$ cat src/inc/fifo_level_pkg.sv
// Purpose: constants for the fifo occupancy and feature control registers
// Assumes: byte-wide host register port, registers at printed offsets
// Notes:   one uart channel
package fifo_level_pkg;
    localparam logic [7:0] special_access_value = 8'hBF;
    localparam logic [2:0] occupancy_offset     = 3'h0;
    localparam logic [2:0] feature_offset       = 3'h1;
    localparam logic [7:0] feature_reset        = 8'h20;
    localparam logic [7:0] occupancy_reset      = 8'h00;
    localparam int         table_sel_lsb        = 4;
    localparam int         table_sel_msb        = 5;
    localparam int         hyst_msb             = 3;
    localparam int         fifo_depth           = 64;
    localparam int         count_width          = 7;
    localparam logic       sel_receive          = 1'b0;
    localparam logic       sel_transmit         = 1'b1;
    typedef enum logic [1:0]
    {
        table_a_type_val = 2'b00,
        table_b_type_val = 2'b01,
        table_c_type_val = 2'b10,
        table_d_type_val = 2'b11
    } trigger_table_type;
endpackage

$ cat src/design/fifo_fill_counter.sv
// Purpose: live fill count of one fifo from push and pop strobes
// Assumes: push and pop are one-cycle pulses on clk_sys
// Notes:   saturates at depth and at zero
`timescale 1ns/10ps
module fifo_fill_counter
    import fifo_level_pkg::*;
#(
    parameter int depth = fifo_depth
)
(
    input  wire logic                   clk_sys,
    input  wire logic                   sys_rst,
    input  wire logic                   push,
    input  wire logic                   pop,
    output logic [count_width-1:0]      fill
);
    localparam logic [count_width-1:0] full_level = count_width'(depth);
    logic [count_width-1:0] fill_q;
    logic [count_width-1:0] fill_d;
    wire inc = push && !pop && (fill_q != full_level);
    wire dec = pop && !push && (fill_q != '0);
    // ----------------------------------------
    // counter
    // ----------------------------------------
    // a push refused while full is simply lost, as the fifo drops it too
    assign fill_d = inc ? fill_q + 7'h01 :
                    dec ? fill_q - 7'h01 : fill_q;
    always_ff @(posedge clk_sys)
    begin
        if (sys_rst)
            fill_q <= '0;
        else
            fill_q <= fill_d;
    end
    assign fill = fill_q;
endmodule

$ cat src/design/fifo_level_feature_regs.sv
// Purpose: occupancy counter and feature control registers of one channel
// Assumes: host port is byte wide, rd_strobe and wr_strobe last one cycle
// Notes:   reads return registered data one cycle after rd_strobe
//
// Functional notes
// - bit 7 of the occupancy register shows the fifo counted: 0 rx, 1 tx.
// - each host read of the occupancy register swaps rx and tx reporting.
// - bits 6:0 of the occupancy register hold the selected fifo's count.
// - feature control at 01H resets to 20H, bits 7:6 read 0, needs BFH.
// - feature control bits 5:4 pick trigger table a to d for both fifos.
// - occupancy register at 00H is reachable only with line control BFH.
`timescale 1ns/10ps
module fifo_level_feature_regs
    import fifo_level_pkg::*;
(
    input  wire logic             clk_sys,
    input  wire logic             sys_rst,
    input  wire logic [7:0]       line_control,
    input  wire logic [2:0]       addr,
    input  wire logic             rd_strobe,
    input  wire logic             wr_strobe,
    input  wire logic [7:0]       wr_data,
    output logic [7:0]            rd_data,
    output logic                  rd_hit,
    input  wire logic             rx_push,
    input  wire logic             rx_pop,
    input  wire logic             tx_push,
    input  wire logic             tx_pop,
    output trigger_table_type     trigger_table,
    output logic [3:0]            hysteresis_sel
);
    // ----------------------------------------
    // local sizes
    // ----------------------------------------
    // slot 0 counts the receive fifo and slot 1 the transmit fifo, so a
    // slot number is the same value as the select bit that is reported
    localparam int fifo_count = 2;
    localparam int rx_slot    = 0;
    localparam int tx_slot    = 1;
    localparam int reg_width  = 8;

    // ----------------------------------------
    // register state
    // ----------------------------------------
    logic [7:0]             feature_q;
    logic                   sel_q;
    logic                   sel_d;
    logic [7:0]             rd_data_q;
    logic [7:0]             rd_data_d;
    logic                   rd_hit_q;
    logic                   rd_hit_d;

    // ----------------------------------------
    // fill counter wiring
    // ----------------------------------------
    logic [fifo_count-1:0]  push_vec;
    logic [fifo_count-1:0]  pop_vec;
    wire  [count_width-1:0] fill_vec [fifo_count];
    logic [count_width-1:0] rx_fill;
    logic [count_width-1:0] tx_fill;
    logic [count_width-1:0] sel_fill;

    // ----------------------------------------
    // decode wires
    // ----------------------------------------
    logic                   special;
    logic                   addr_occ;
    logic                   addr_feat;
    logic                   occ_hit;
    logic                   feat_hit;
    logic                   occ_read;
    logic                   feat_read;
    logic                   feat_write;
    logic                   any_read;

    // ----------------------------------------
    // read and write words
    // ----------------------------------------
    wire  [7:0]             feature_d;
    logic [7:0]             occ_word;
    logic [7:0]             feat_word;
    logic [7:0]             idle_word;
    logic [table_sel_msb-table_sel_lsb:0] table_field;
    logic [hyst_msb:0]      hyst_field;

    // ----------------------------------------
    // register decode
    // ----------------------------------------
    // every access needs the special line control value first; without it
    // these offsets belong to the ordinary registers of the channel
    assign special    = (line_control == special_access_value);
    assign addr_occ   = (addr == occupancy_offset);
    assign addr_feat  = (addr == feature_offset);
    assign occ_hit    = special && addr_occ;
    assign feat_hit   = special && addr_feat;
    assign occ_read   = rd_strobe && occ_hit;
    assign feat_read  = rd_strobe && feat_hit;
    assign feat_write = wr_strobe && feat_hit;
    assign any_read   = occ_read || feat_read;

    // ----------------------------------------
    // fill counters
    // ----------------------------------------
    // one counter per fifo; a push and a pop in one cycle cancel out
    assign push_vec = {tx_push, rx_push};
    assign pop_vec  = {tx_pop, rx_pop};

    for (genvar f = 0; f < fifo_count; f++)
    begin : fill_slot
        fifo_fill_counter #(.depth(fifo_depth)) i_fifo_fill_counter
        (
            .clk_sys (clk_sys),
            .sys_rst (sys_rst),
            .push    (push_vec[f]),
            .pop     (pop_vec[f]),
            .fill    (fill_vec[f])
        );
    end

    assign rx_fill = fill_vec[rx_slot];
    assign tx_fill = fill_vec[tx_slot];

    // ----------------------------------------
    // fifo select
    // ----------------------------------------
    // the swap takes effect after the read, so this read shows the old side
    assign sel_d    = occ_read ? ~sel_q : sel_q;
    assign sel_fill = (sel_q == sel_transmit) ? tx_fill : rx_fill;

    // ----------------------------------------
    // feature control bits
    // ----------------------------------------
    // reserved bits are tied low rather than stored, so no write can make
    // them read back as one
    for (genvar b = 0; b < reg_width; b++)
    begin : feature_bit
        if (b <= table_sel_msb)
        begin : writable
            assign feature_d[b] = feat_write ? wr_data[b] : feature_q[b];
        end
        else
        begin : reserved
            assign feature_d[b] = 1'b0;
        end
    end

    // ----------------------------------------
    // read words
    // ----------------------------------------
    // only one register answers a read, so the order of the arms below
    // never changes what the host sees
    assign occ_word  = {sel_q, sel_fill};
    assign feat_word = feature_q;
    // a refused or idle read gives zero so the host bus sees no stale data
    assign idle_word = 8'h00;
    assign rd_data_d = occ_read  ? occ_word  :
                       feat_read ? feat_word : idle_word;
    assign rd_hit_d  = any_read;

    // ----------------------------------------
    // feature register
    // ----------------------------------------
    // writes outside the special access window never reach this flop
    always_ff @(posedge clk_sys)
    begin
        if (sys_rst)
            feature_q <= feature_reset;
        else
            feature_q <= feature_d;
    end

    // ----------------------------------------
    // select register
    // ----------------------------------------
    // every reset starts the host on the receive side, so software that
    // loses track can recover only by a reset or by reading bit 7
    always_ff @(posedge clk_sys)
    begin
        if (sys_rst)
            sel_q <= sel_receive;
        else
            sel_q <= sel_d;
    end

    // ----------------------------------------
    // read data register
    // ----------------------------------------
    // read data stands one cycle and then drops back to zero
    always_ff @(posedge clk_sys)
    begin
        if (sys_rst)
            rd_data_q <= occupancy_reset;
        else
            rd_data_q <= rd_data_d;
    end

    // ----------------------------------------
    // read hit register
    // ----------------------------------------
    // rd_hit marks only reads that land here, so the channel's read mux
    // can pick this block's data without decoding the offset again
    always_ff @(posedge clk_sys)
    begin
        if (sys_rst)
            rd_hit_q <= 1'b0;
        else
            rd_hit_q <= rd_hit_d;
    end

    // ----------------------------------------
    // outputs
    // ----------------------------------------
    // the trigger tables themselves live with the fifos; only the choice
    // of table and of hysteresis leaves this block
    assign table_field    = feature_q[table_sel_msb:table_sel_lsb];
    assign hyst_field     = feature_q[hyst_msb:0];
    assign trigger_table  = trigger_table_type'(table_field);
    assign hysteresis_sel = hyst_field;
    assign rd_data        = rd_data_q;
    assign rd_hit         = rd_hit_q;
endmodule

$ cat config.mk
export PLATFORM = sky130hd
export DESIGN_NAME = fifo_level_feature_regs
export DESIGN_NICKNAME = d
export VERILOG_FILES = /design/src/inc/fifo_level_pkg.sv /design/src/design/fifo_fill_counter.sv /design/src/design/fifo_level_feature_regs.sv
export SDC_FILE = /design/constraint.sdc
export NUM_CORES = 1
export LEC_CHECK = 0
export BUFFER_PORTS_ARGS = -buffer_cell sky130_fd_sc_hd__buf_2
export CAP_MARGIN = 15
export CORE_MARGIN = 3
export CORE_UTILIZATION = 35
export CTS_CLUSTER_SIZE = 10
export DETAILED_ROUTE_END_ITERATION = 10
export GPL_TIMING_DRIVEN = 0
export PLACE_DENSITY = 0.61
export SLEW_MARGIN = 20
export SYNTH_ARGS = -nofsm -noshare
export SYNTH_HDL_FRONTEND = slang
export SYNTH_SLANG_ARGS = --single-unit
$ cat constraint.sdc
create_clock -name clk_sys -period 6.9 [get_ports clk_sys]
set_input_delay 1.38 -clock clk_sys [delete_from_list [all_inputs] [get_ports clk_sys]]
set_output_delay 1.38 -clock clk_sys [all_outputs]
set_load 0.005 [all_outputs]
==> Yosys cells after proc, flatten, opt, wreduce, memory -nomap -nowiden <==
Cells that the tools add are included.
{ "classes": {"n_bitwise": 1, "order_cmp": 0, "n_eq_ne": 4, "n_mul": 0, "shift": 0, "reduce_logical": 23, "mux": 7, "addsub": 4, "div": 0} }
{ "ops": {"columns": ["cell", "count"], "rows": [
  ["$mux W7", 5],
  ["$mux W8", 2],
  ["$add A7 B1 Y7 const B", 2],
  ["$ne A7 B7 Y1 const B", 2],
  ["$reduce_bool A7 Y1", 2],
  ["$sub A7 B1 Y7 const B", 2],
  ["$logic_and A1 B1 Y1", 13],
  ["$eq A8 B8 Y1 const B", 1],
  ["$logic_not A1 Y1", 4],
  ["$reduce_bool A2 Y1", 2],
  ["$eq A3 B1 Y1 const B", 1],
  ["$logic_not A3 Y1", 1],
  ["$logic_or A1 B1 Y1", 1],
  ["$not A1 Y1", 1]
]} }
{ "word_totals": {"in_bits": 27, "ff_bits": 32, "output_inout_bits": 15, "ramBits": 0, "elab_cells": 46, "mem_bits_ro": 0, "latch_bits": 0, "mem_count": 0} }

==> Logic depth before layout (Yosys ltp) <==
Gate-level depths: netlist of the first run.
{ "logic_depth": {"word_depth": 5, "ltp_mapped": 9, "ltp_nobuf": 9} }

==> By module <==
A second synthesis of the first run with hierarchy kept.
{ "hier_totals": {"hier_cells": 186, "hier_area_um2": 1834.3} }
{ "by_module_without_submodules": {"columns": ["module", "n_inst", "cells_each", "seq_area_each_um2", "area_per_inst_um2"], "rows": [
  ["fifo_fill_counter", 2, 57, 140.1, 536.8],
  ["fifo_level_feature_regs", 1, 72, 320.3, 760.7]
]} }

==> Worst setup path after synthesis of the first run <==
No wires, ideal clock.
{ "synth_path": {"path_kind": "in2reg", "from": "in tx_pop", "to": "reg fill_slot[1].i_fifo_fill_counter.fill_q[6]", "slack_ps": 3552, "setup_ps": 75, "path_buffers": 0, "t_arrival_ps": 3273, "stages": 8, "required_ps": 6825, "path_cell_list": "a31oi_1 nand2_1 fa_1 a21oi_1 o22ai_1 or4_1 nand3b_1 a31oi_1"} }
{ "synth_via": {"elab_chain_cells": 4, "elab_cells_between_ends": 7, "cone_classes": "mux: 1; reduce/logical: 6"} }
{ "synth_rtl": {"columns": ["element", "line", "rtl"], "rows": [
  ["start, declared", "fifo_level_feature_regs.sv:28", "input wire logic tx_pop,"],
  ["$logic_not A1 Y1", "fifo_fill_counter.sv:20", "wire inc = push && !pop && (fill_q != full_level);"],
  ["$logic_and A1 B1 Y1 (2 in a row)", "fifo_fill_counter.sv:20", null],
  ["$mux W7 or $reduce_bool A2 Y1 (tied branches)", null, null],
  ["end signal, assigned", "fifo_fill_counter.sv:33", "fill_q <= fill_d;"],
  ["end, declared", "fifo_fill_counter.sv:18", "logic [count_width-1:0] fill_q;"]
]} }
Parallel ways exist; a longest one is shown, timed or not.
A chain may end at the register's enable or synchronous reset.

==> Final worst setup path of the first run <==
Ends and elaborated chain as after synthesis.

==> results of run 1 <==
## routing by layer
| metal | track usage (%) | vias up | routed length (µm) | share of wire [%] |
|---|---|---|---|---|
| met5 | 0 | - | 0 | 0 |
| li1 | - | 738 | - | - |
| met2 | 20.2 | 19 | 1640 | 45 |
| met1 | 19.6 | 625 | 1850 | 51 |
| met3 | 4.88 | 6 | 119 | 3.3 |
| met4 | 4.66 | 0 | 38 | 1.0 |
## cells in the mapped netlist (2+ instances only)
library cell	n
fa_1	2
xnor2_1	4
mux2i_1	20
o31ai_1	3
a21oi_1	7
o2bb2ai_1	6
a21oi_4	2
nor4_2	2
nand4_1	2
nand3b_1	5
dfxtp_1	30
inv_1	7
nand2_1	5
nor2_1	20
nand3_1	2
a21o_1	4
o211ai_1	2
clkbuf_1	4
a211oi_1	2
ha_1	11
buf_2	2
a31oi_1	3
xor2_1	7
a311oi_1	2
o21ai_0	3
nor2b_1	3
nand2b_1	2
## cells by family (layout without fill, tap and decap cells)
kind of cell / Yosys count / in the layout
xor+xnor: 11 / 11
compound gates: 40 / 40
mux: 20 / 20
buf+inv: 13 / 59
simple gates: 49 / 49
fa+ha+maj: 13 / 13
flops: 30 / 30
## worst paths after layout
| check | cells after the start | from | endpoint |
|---|---|---|---|
| setup / recovery | 9 | tx_pop | fill_slot[1].i_fifo_fill_counter.fill[6] |
| setup reg to reg | 9 | fill_slot[1].i_fifo_fill_counter.fill[0] | fill_slot[1].i_fifo_fill_counter.fill[6] |
| hold / removal | 1 | feat_word[3] | rd_data[3] |
| hold reg to reg | 1 | feat_word[3] | rd_data[3] |
## layout make-up
class	count	share of cell area, %
clock inverter	3	1.94
inverter	7	1.28
buffer	6	1.22
multi-input combinational	133	50.7
sequential	30	29.2
clock buffer	5	3.34
tap	52	3.16
timing repair buffer	38	9.23
## power by group through the flow
stage | registers [mW] | clock network, mW | logic (mW)
finish | 0.260 | 0.174 | 0.349
global route | 0.267 | 0.189 | 0.399
CTS | 0.260 | 0.180 | 0.350
detailed placement | 0.265 | 0 | 0.348
global placement | 0.264 | 0 | 0.344
floorplan | 0.249 | 0 | 0.290
## state kept, by name, indices dropped and copies added (netlist names)
name and cells:
sel_q 1, feat_word 6, rd_data 8, fill_slot.i_fifo_fill_counter.fill 14, rd_hit 1
## through the flow
| stage | instance area (µm²) | power [mW] | hold WS (ns) |
|---|---|---|---|
| 2_1_floorplan | 1700 | 0.538 | 0.470 |
| 3_3_place_gp | 1950 | 0.608 | 0.474 |
| 5_1_grt | 2060 | 0.856 | 0.503 |
| 4_1_cts | 2060 | 0.791 | 0.490 |
| 6_report | 2060 | 0.782 | 0.487 |
| 3_5_place_dp | 1950 | 0.612 | 0.476 |
==> metrics, run 1 <==
Reg2Reg Setup Slack=4.05 ns; Synth Area in Compound Gates=17.6%; RSZ-0062 raised after global routing=no; CTS tree=done; CTS root buffer=clkbuf_8; post-CTS sizing=0; PortBufs=38; combinational power share=44.6%; ANT nets after route=0; xor/xnor share of the synthesized area=5.68%; crit path buf inv count=1; final hold violation count=0; commonest non-fill, non-tap cell in the layout=buf_2; antenna violations before repair=0; Syn Std Cell Area=1700 µm²; routed len/inst=13.3 µm; Synth cell types=41; fin cells=274; status=finished clean; cells after synthesis=176; core area=4500 µm²; commonest non-fill, non-tap cells in the layout=buf_2 (40), dfxtp_1 (30), nor2_1 (20), mux2i_1 (20), ha_1 (11); Seq cells post-synth=30; Die H=75.6 µm; Sw Pwr=0.302 mW; Synth Flop Type=dfxtp_1; ys async rst share=0%; Setup crit start kind=input port; io pins=42; CTS Hold Bufs=0; Seq. cell area=601 µm²; Post-CTS Setup Inserts=0; CP max-delay cell=fa_1; Layout Utilization=45.7%; Seq/Total Area, Yosys=35.4%; max frequency=293 MHz; worst vdd rail ir drop=0.169 mV; Setup Skew=0.00487 ns; Setup WS pre-CTS=3.20 ns; Area Overhead vs Synth=21.5%; Max-cap violations=0; Multi-input gate area=1040 µm²; PD cells=380 nW/µm²; cell chain of the critical path=buf_2 > a31oi_1 > nand2_1 > fa_1 > a21oi_1 > o22ai_1 > or4_1 > nand3b_1 > a31oi_1; Pins Over Slew Limit=0; Slew headroom=59.1%; Worst Setup Path Type=in2reg; Post-synth EDFFs=0; CP required=7.11 ns; Total Routed Length=3.65 mm; top cells by area, synth=dfxtp_1 (35%), mux2i_1 (12%), ha_1 (8.1%); die width=75.6 µm; most frequent CP cell=a31oi_1; number of CTS-inserted buffers=5; HPWL Detailed=2.83 mm; Synthesized Nets=216; setup TNS=0 ns; Static Leakage=0.908 nW; internal power consumption=0.480 mW; DRC=0; Clock Power Share=22.2%; routed vias=1388; GP Congestion=0.743; Flop pwr share=33.2%; fill cell count=454; Critical Path AT=3.62 ns; Pre-Repair DR Iteration Count=4; Setup crit end kind=flop; hold crit path type=reg2reg; largest net degree at the start of global routing=11; Final Critical Period=3.42 ns; Worst path top cell family by delay=simple AND/OR/NAND/NOR gates; clk buf depth=2; largest area contributor in the netlist=dfxtp_1; nets@finish=261; main combinational cell family by area after synthesis=compound AO/OA/AOI/OAI gates; Iteration-0 DRC Markers=37; Worst-Skew Late Latency=0.29 ns; row cnt=24; H-Tree Depth=2; Starting Density=37.6%; mux cell area share after synthesis=11.8%; Tcrit/Tclk final=49.5%; vias in the first global route=1241; area share of fa/ha/maj cells after synthesis=10.5%; syn_area_per_cell=9.63 µm²; Slew @ Worst Pin=0.613 ns; Congestion Overflow GR=0; total die area=5720 µm²; synth warn=0; switching share of power=38.6%; Setup-failing EPs final=0; Tot GR Track Use=14.1%; share of post-route cells with drive strength above 1=23.4%; Cells after DPL=266; CP max stage delay=0.47 ns; Antenna diodes=0; CP max FO=7; routed vias/inst=5.07; Clk pin slew, worst setup/hold paths=0.07 ns; post-synthesis simple-gate area fraction=15.9%; setup slack after layout=3.48 ns; first-pass GRT wire length=6.00 mm; Yosys top cell area share=35.4%; clock sink count=30
Note: power is estimated with default switching activity, not from simulation.
==> run 2, diff against run 1 <==
--- a/config.mk
+++ b/config.mk
@@ -12,7 +12,7 @@
 export CTS_CLUSTER_SIZE = 10
 export DETAILED_ROUTE_END_ITERATION = 10
 export GPL_TIMING_DRIVEN = 0
-export PLACE_DENSITY = 0.61
+export PLACE_DENSITY = 0.63
 export SLEW_MARGIN = 20
 export SYNTH_ARGS = -nofsm -noshare
 export SYNTH_HDL_FRONTEND = slang
==> constraint.sdc (replaced) <==
create_clock -name clk_sys -period 3.1 [get_ports clk_sys]
set_input_delay 0.62 -clock clk_sys [delete_from_list [all_inputs] [get_ports clk_sys]]
set_output_delay 0.62 -clock clk_sys [all_outputs]
set_load 0.005 [all_outputs]
==> run 2 against run 1 <==
Against the previous run:
- die area unchanged
- first-iteration DRC count fell by 16%
- flip-flop and latch count did not move
- total power is 140% higher
- clock power rose to 2.8 times the previous value
- sequential power grew 120%
- global-route usage grew 0.92 points
- via count rose by 3.5%
- largest cell class unchanged
- non-clock buffer count did not move
- critical path depth unchanged
- critical path type is now reg2reg
==> metrics, run 2 (synthesis gave the netlist of run 1 again) <==
PD cells=882 nW/µm²; Worst Setup Path Type=reg2reg; Tot GR Track Use=15.0%; largest net degree at the start of global routing=11; status=finished clean; Reg2Reg Setup Slack=0.23 ns; Setup crit start kind=flop; Total Routed Length=3.79 mm; nets@finish=261; commonest non-fill, non-tap cell in the layout=buf_2; Worst-Skew Late Latency=0.28 ns; Setup-failing EPs final=0; CP max FO=7; ANT nets after route=0; routed vias=1437; PortBufs=38; clk buf depth=2; core area=4500 µm²; Max-cap violations=0; Static Leakage=0.922 nW; Slew headroom=61.1%; Antenna diodes=0; max frequency=348 MHz; CTS Hold Bufs=0; Pins Over Slew Limit=0; row cnt=24; final hold violation count=0; antenna violations before repair=0; H-Tree Depth=2; Setup crit end kind=flop; worst vdd rail ir drop=0.347 mV; total chip power=1.85 mW; vias in the first global route=1342; Slew @ Worst Pin=0.583 ns; Pre-Repair DR Iteration Count=4; Hold Path Depth=1; hold crit path type=reg2reg; CTS root buffer=clkbuf_8; setup TNS=0 ns; io pins=42; Area Overhead vs Synth=23.6%; Final Critical Period=2.87 ns; reg-to-reg critical path startpoint=fill_slot[1].i_fifo_fill_counter.fill[0]; Hold Crit Start=feat_word[0]; CP required=3.31 ns; Critical Path AT=3.08 ns; clock sink count=30; total die area=5720 µm²; Tcrit/Tclk final=92.6%; GP Congestion=0.777; first-pass GRT wire length=6.43 mm; fill cell count=449; Congestion Overflow GR=0; routed vias/inst=5.24; max reg flops=14; share of post-route cells with drive strength above 1=23.9%; Setup Skew=0.00643 ns; commonest non-fill, non-tap cells in the layout=buf_2 (40), dfxtp_1 (30), nor2_1 (20), mux2i_1 (20), ha_1 (11); Clk pin slew, worst setup/hold paths=0.07 ns; Die H=75.6 µm; DRC=0; number of CTS-inserted buffers=5; CTS tree=done; number of cells on the worst reg-to-reg path=9; routed len/inst=13.8 µm; WHS Endpoint=rd_data[0]; Iteration-0 DRC Markers=31; HPWL Detailed=2.91 mm; r2r endpoint=fill_slot[1].i_fifo_fill_counter.fill[6]; RSZ-0062 raised after global routing=no; Starting Density=37.6%; die width=75.6 µm
[run 2: worst max-delay path by stage]
| stage | start | endpoint | slack [ns] | cells after the start |
|---|---|---|---|---|
| global route | fill_slot[1].i_fifo_fill_counter.fill[0] | fill_slot[1].i_fifo_fill_counter.fill[6] | 0.03 | 9 |
| finish | fill_slot[1].i_fifo_fill_counter.fill[0] | fill_slot[1].i_fifo_fill_counter.fill[6] | 0.23 | 9 |
| global placement | tx_pop | fill_slot[1].i_fifo_fill_counter.fill[6] | 0.16 | 9 |
| CTS | fill_slot[1].i_fifo_fill_counter.fill[0] | fill_slot[1].i_fifo_fill_counter.fill[6] | 0.20 | 9 |
| detailed placement | tx_pop | fill_slot[1].i_fifo_fill_counter.fill[6] | 0.15 | 9 |
| floorplan | tx_pop | fill_slot[1].i_fifo_fill_counter.fill[6] | 0.51 | 8 |
[run 2: final cells by class]
cell class                 instances  area (µm²)  area share [%]
buffer                             6        25.0            1.19
clock buffer                       6        82.6            3.94
sequential                        30         601            28.7
inverter                           7        26.3            1.25
timing repair buffer              38         190            9.07
clock inverter                     2        60.1            2.87
multi-input combinational        133        1050            49.9
tap                               52        65.1            3.10
[run 2: timing repair]
action | 4_1_cts | 5_1_grt
resized for setup | 0 | 1
endpoints found under the setup margin | 0 | 1
setup buffers | 0 | 0
endpoints found under the hold margin | 0 | 0
[run 2: per-stage QoR]
stage / utilization (%) / hold slack (ns) / std cells / area, µm² / worst slack (ns)
global placement: 43.3 / 0.482 / 266 / 1950 / 0.157
detailed placement: 43.3 / 0.483 / 266 / 1950 / 0.152
global route: 46.5 / 0.517 / 274 / 2100 / 0.0289
CTS: 46.5 / 0.493 / 274 / 2090 / 0.199
finish: 46.5 / 0.492 / 274 / 2100 / 0.229
floorplan: - / 0.470 / 176 / 1700 / 0.512
[run 2: metal layers]
metal	GRT usage, %	share of wire [%]	up-vias
met5	0	0	-
met2	22.5	45	24
met4	5.24	1.4	0
li1	-	-	736
met3	4.35	3.7	6
met1	20.5	50	671
[run 2: worst max-delay path, cell delays in order, from the launching register on]
cell	delay, ns
dfxtp_1	0.49
nor4_2	0.12
a31oi_1	0.40
nand2_2	0.22
fa_1	0.45
a21oi_1	0.19
o22ai_1	0.13
or4_1	0.44
nand3b_1	0.18
a31oi_1	0.16
[run 2: report_power, final]
group	internal (mW)	leakage, nW	switching (mW)
combinational	0.371	0.606	0.402
sequential	0.464	0.244	0.117
clock	0.343	0.0714	0.151
total	1.18	0.922	0.670
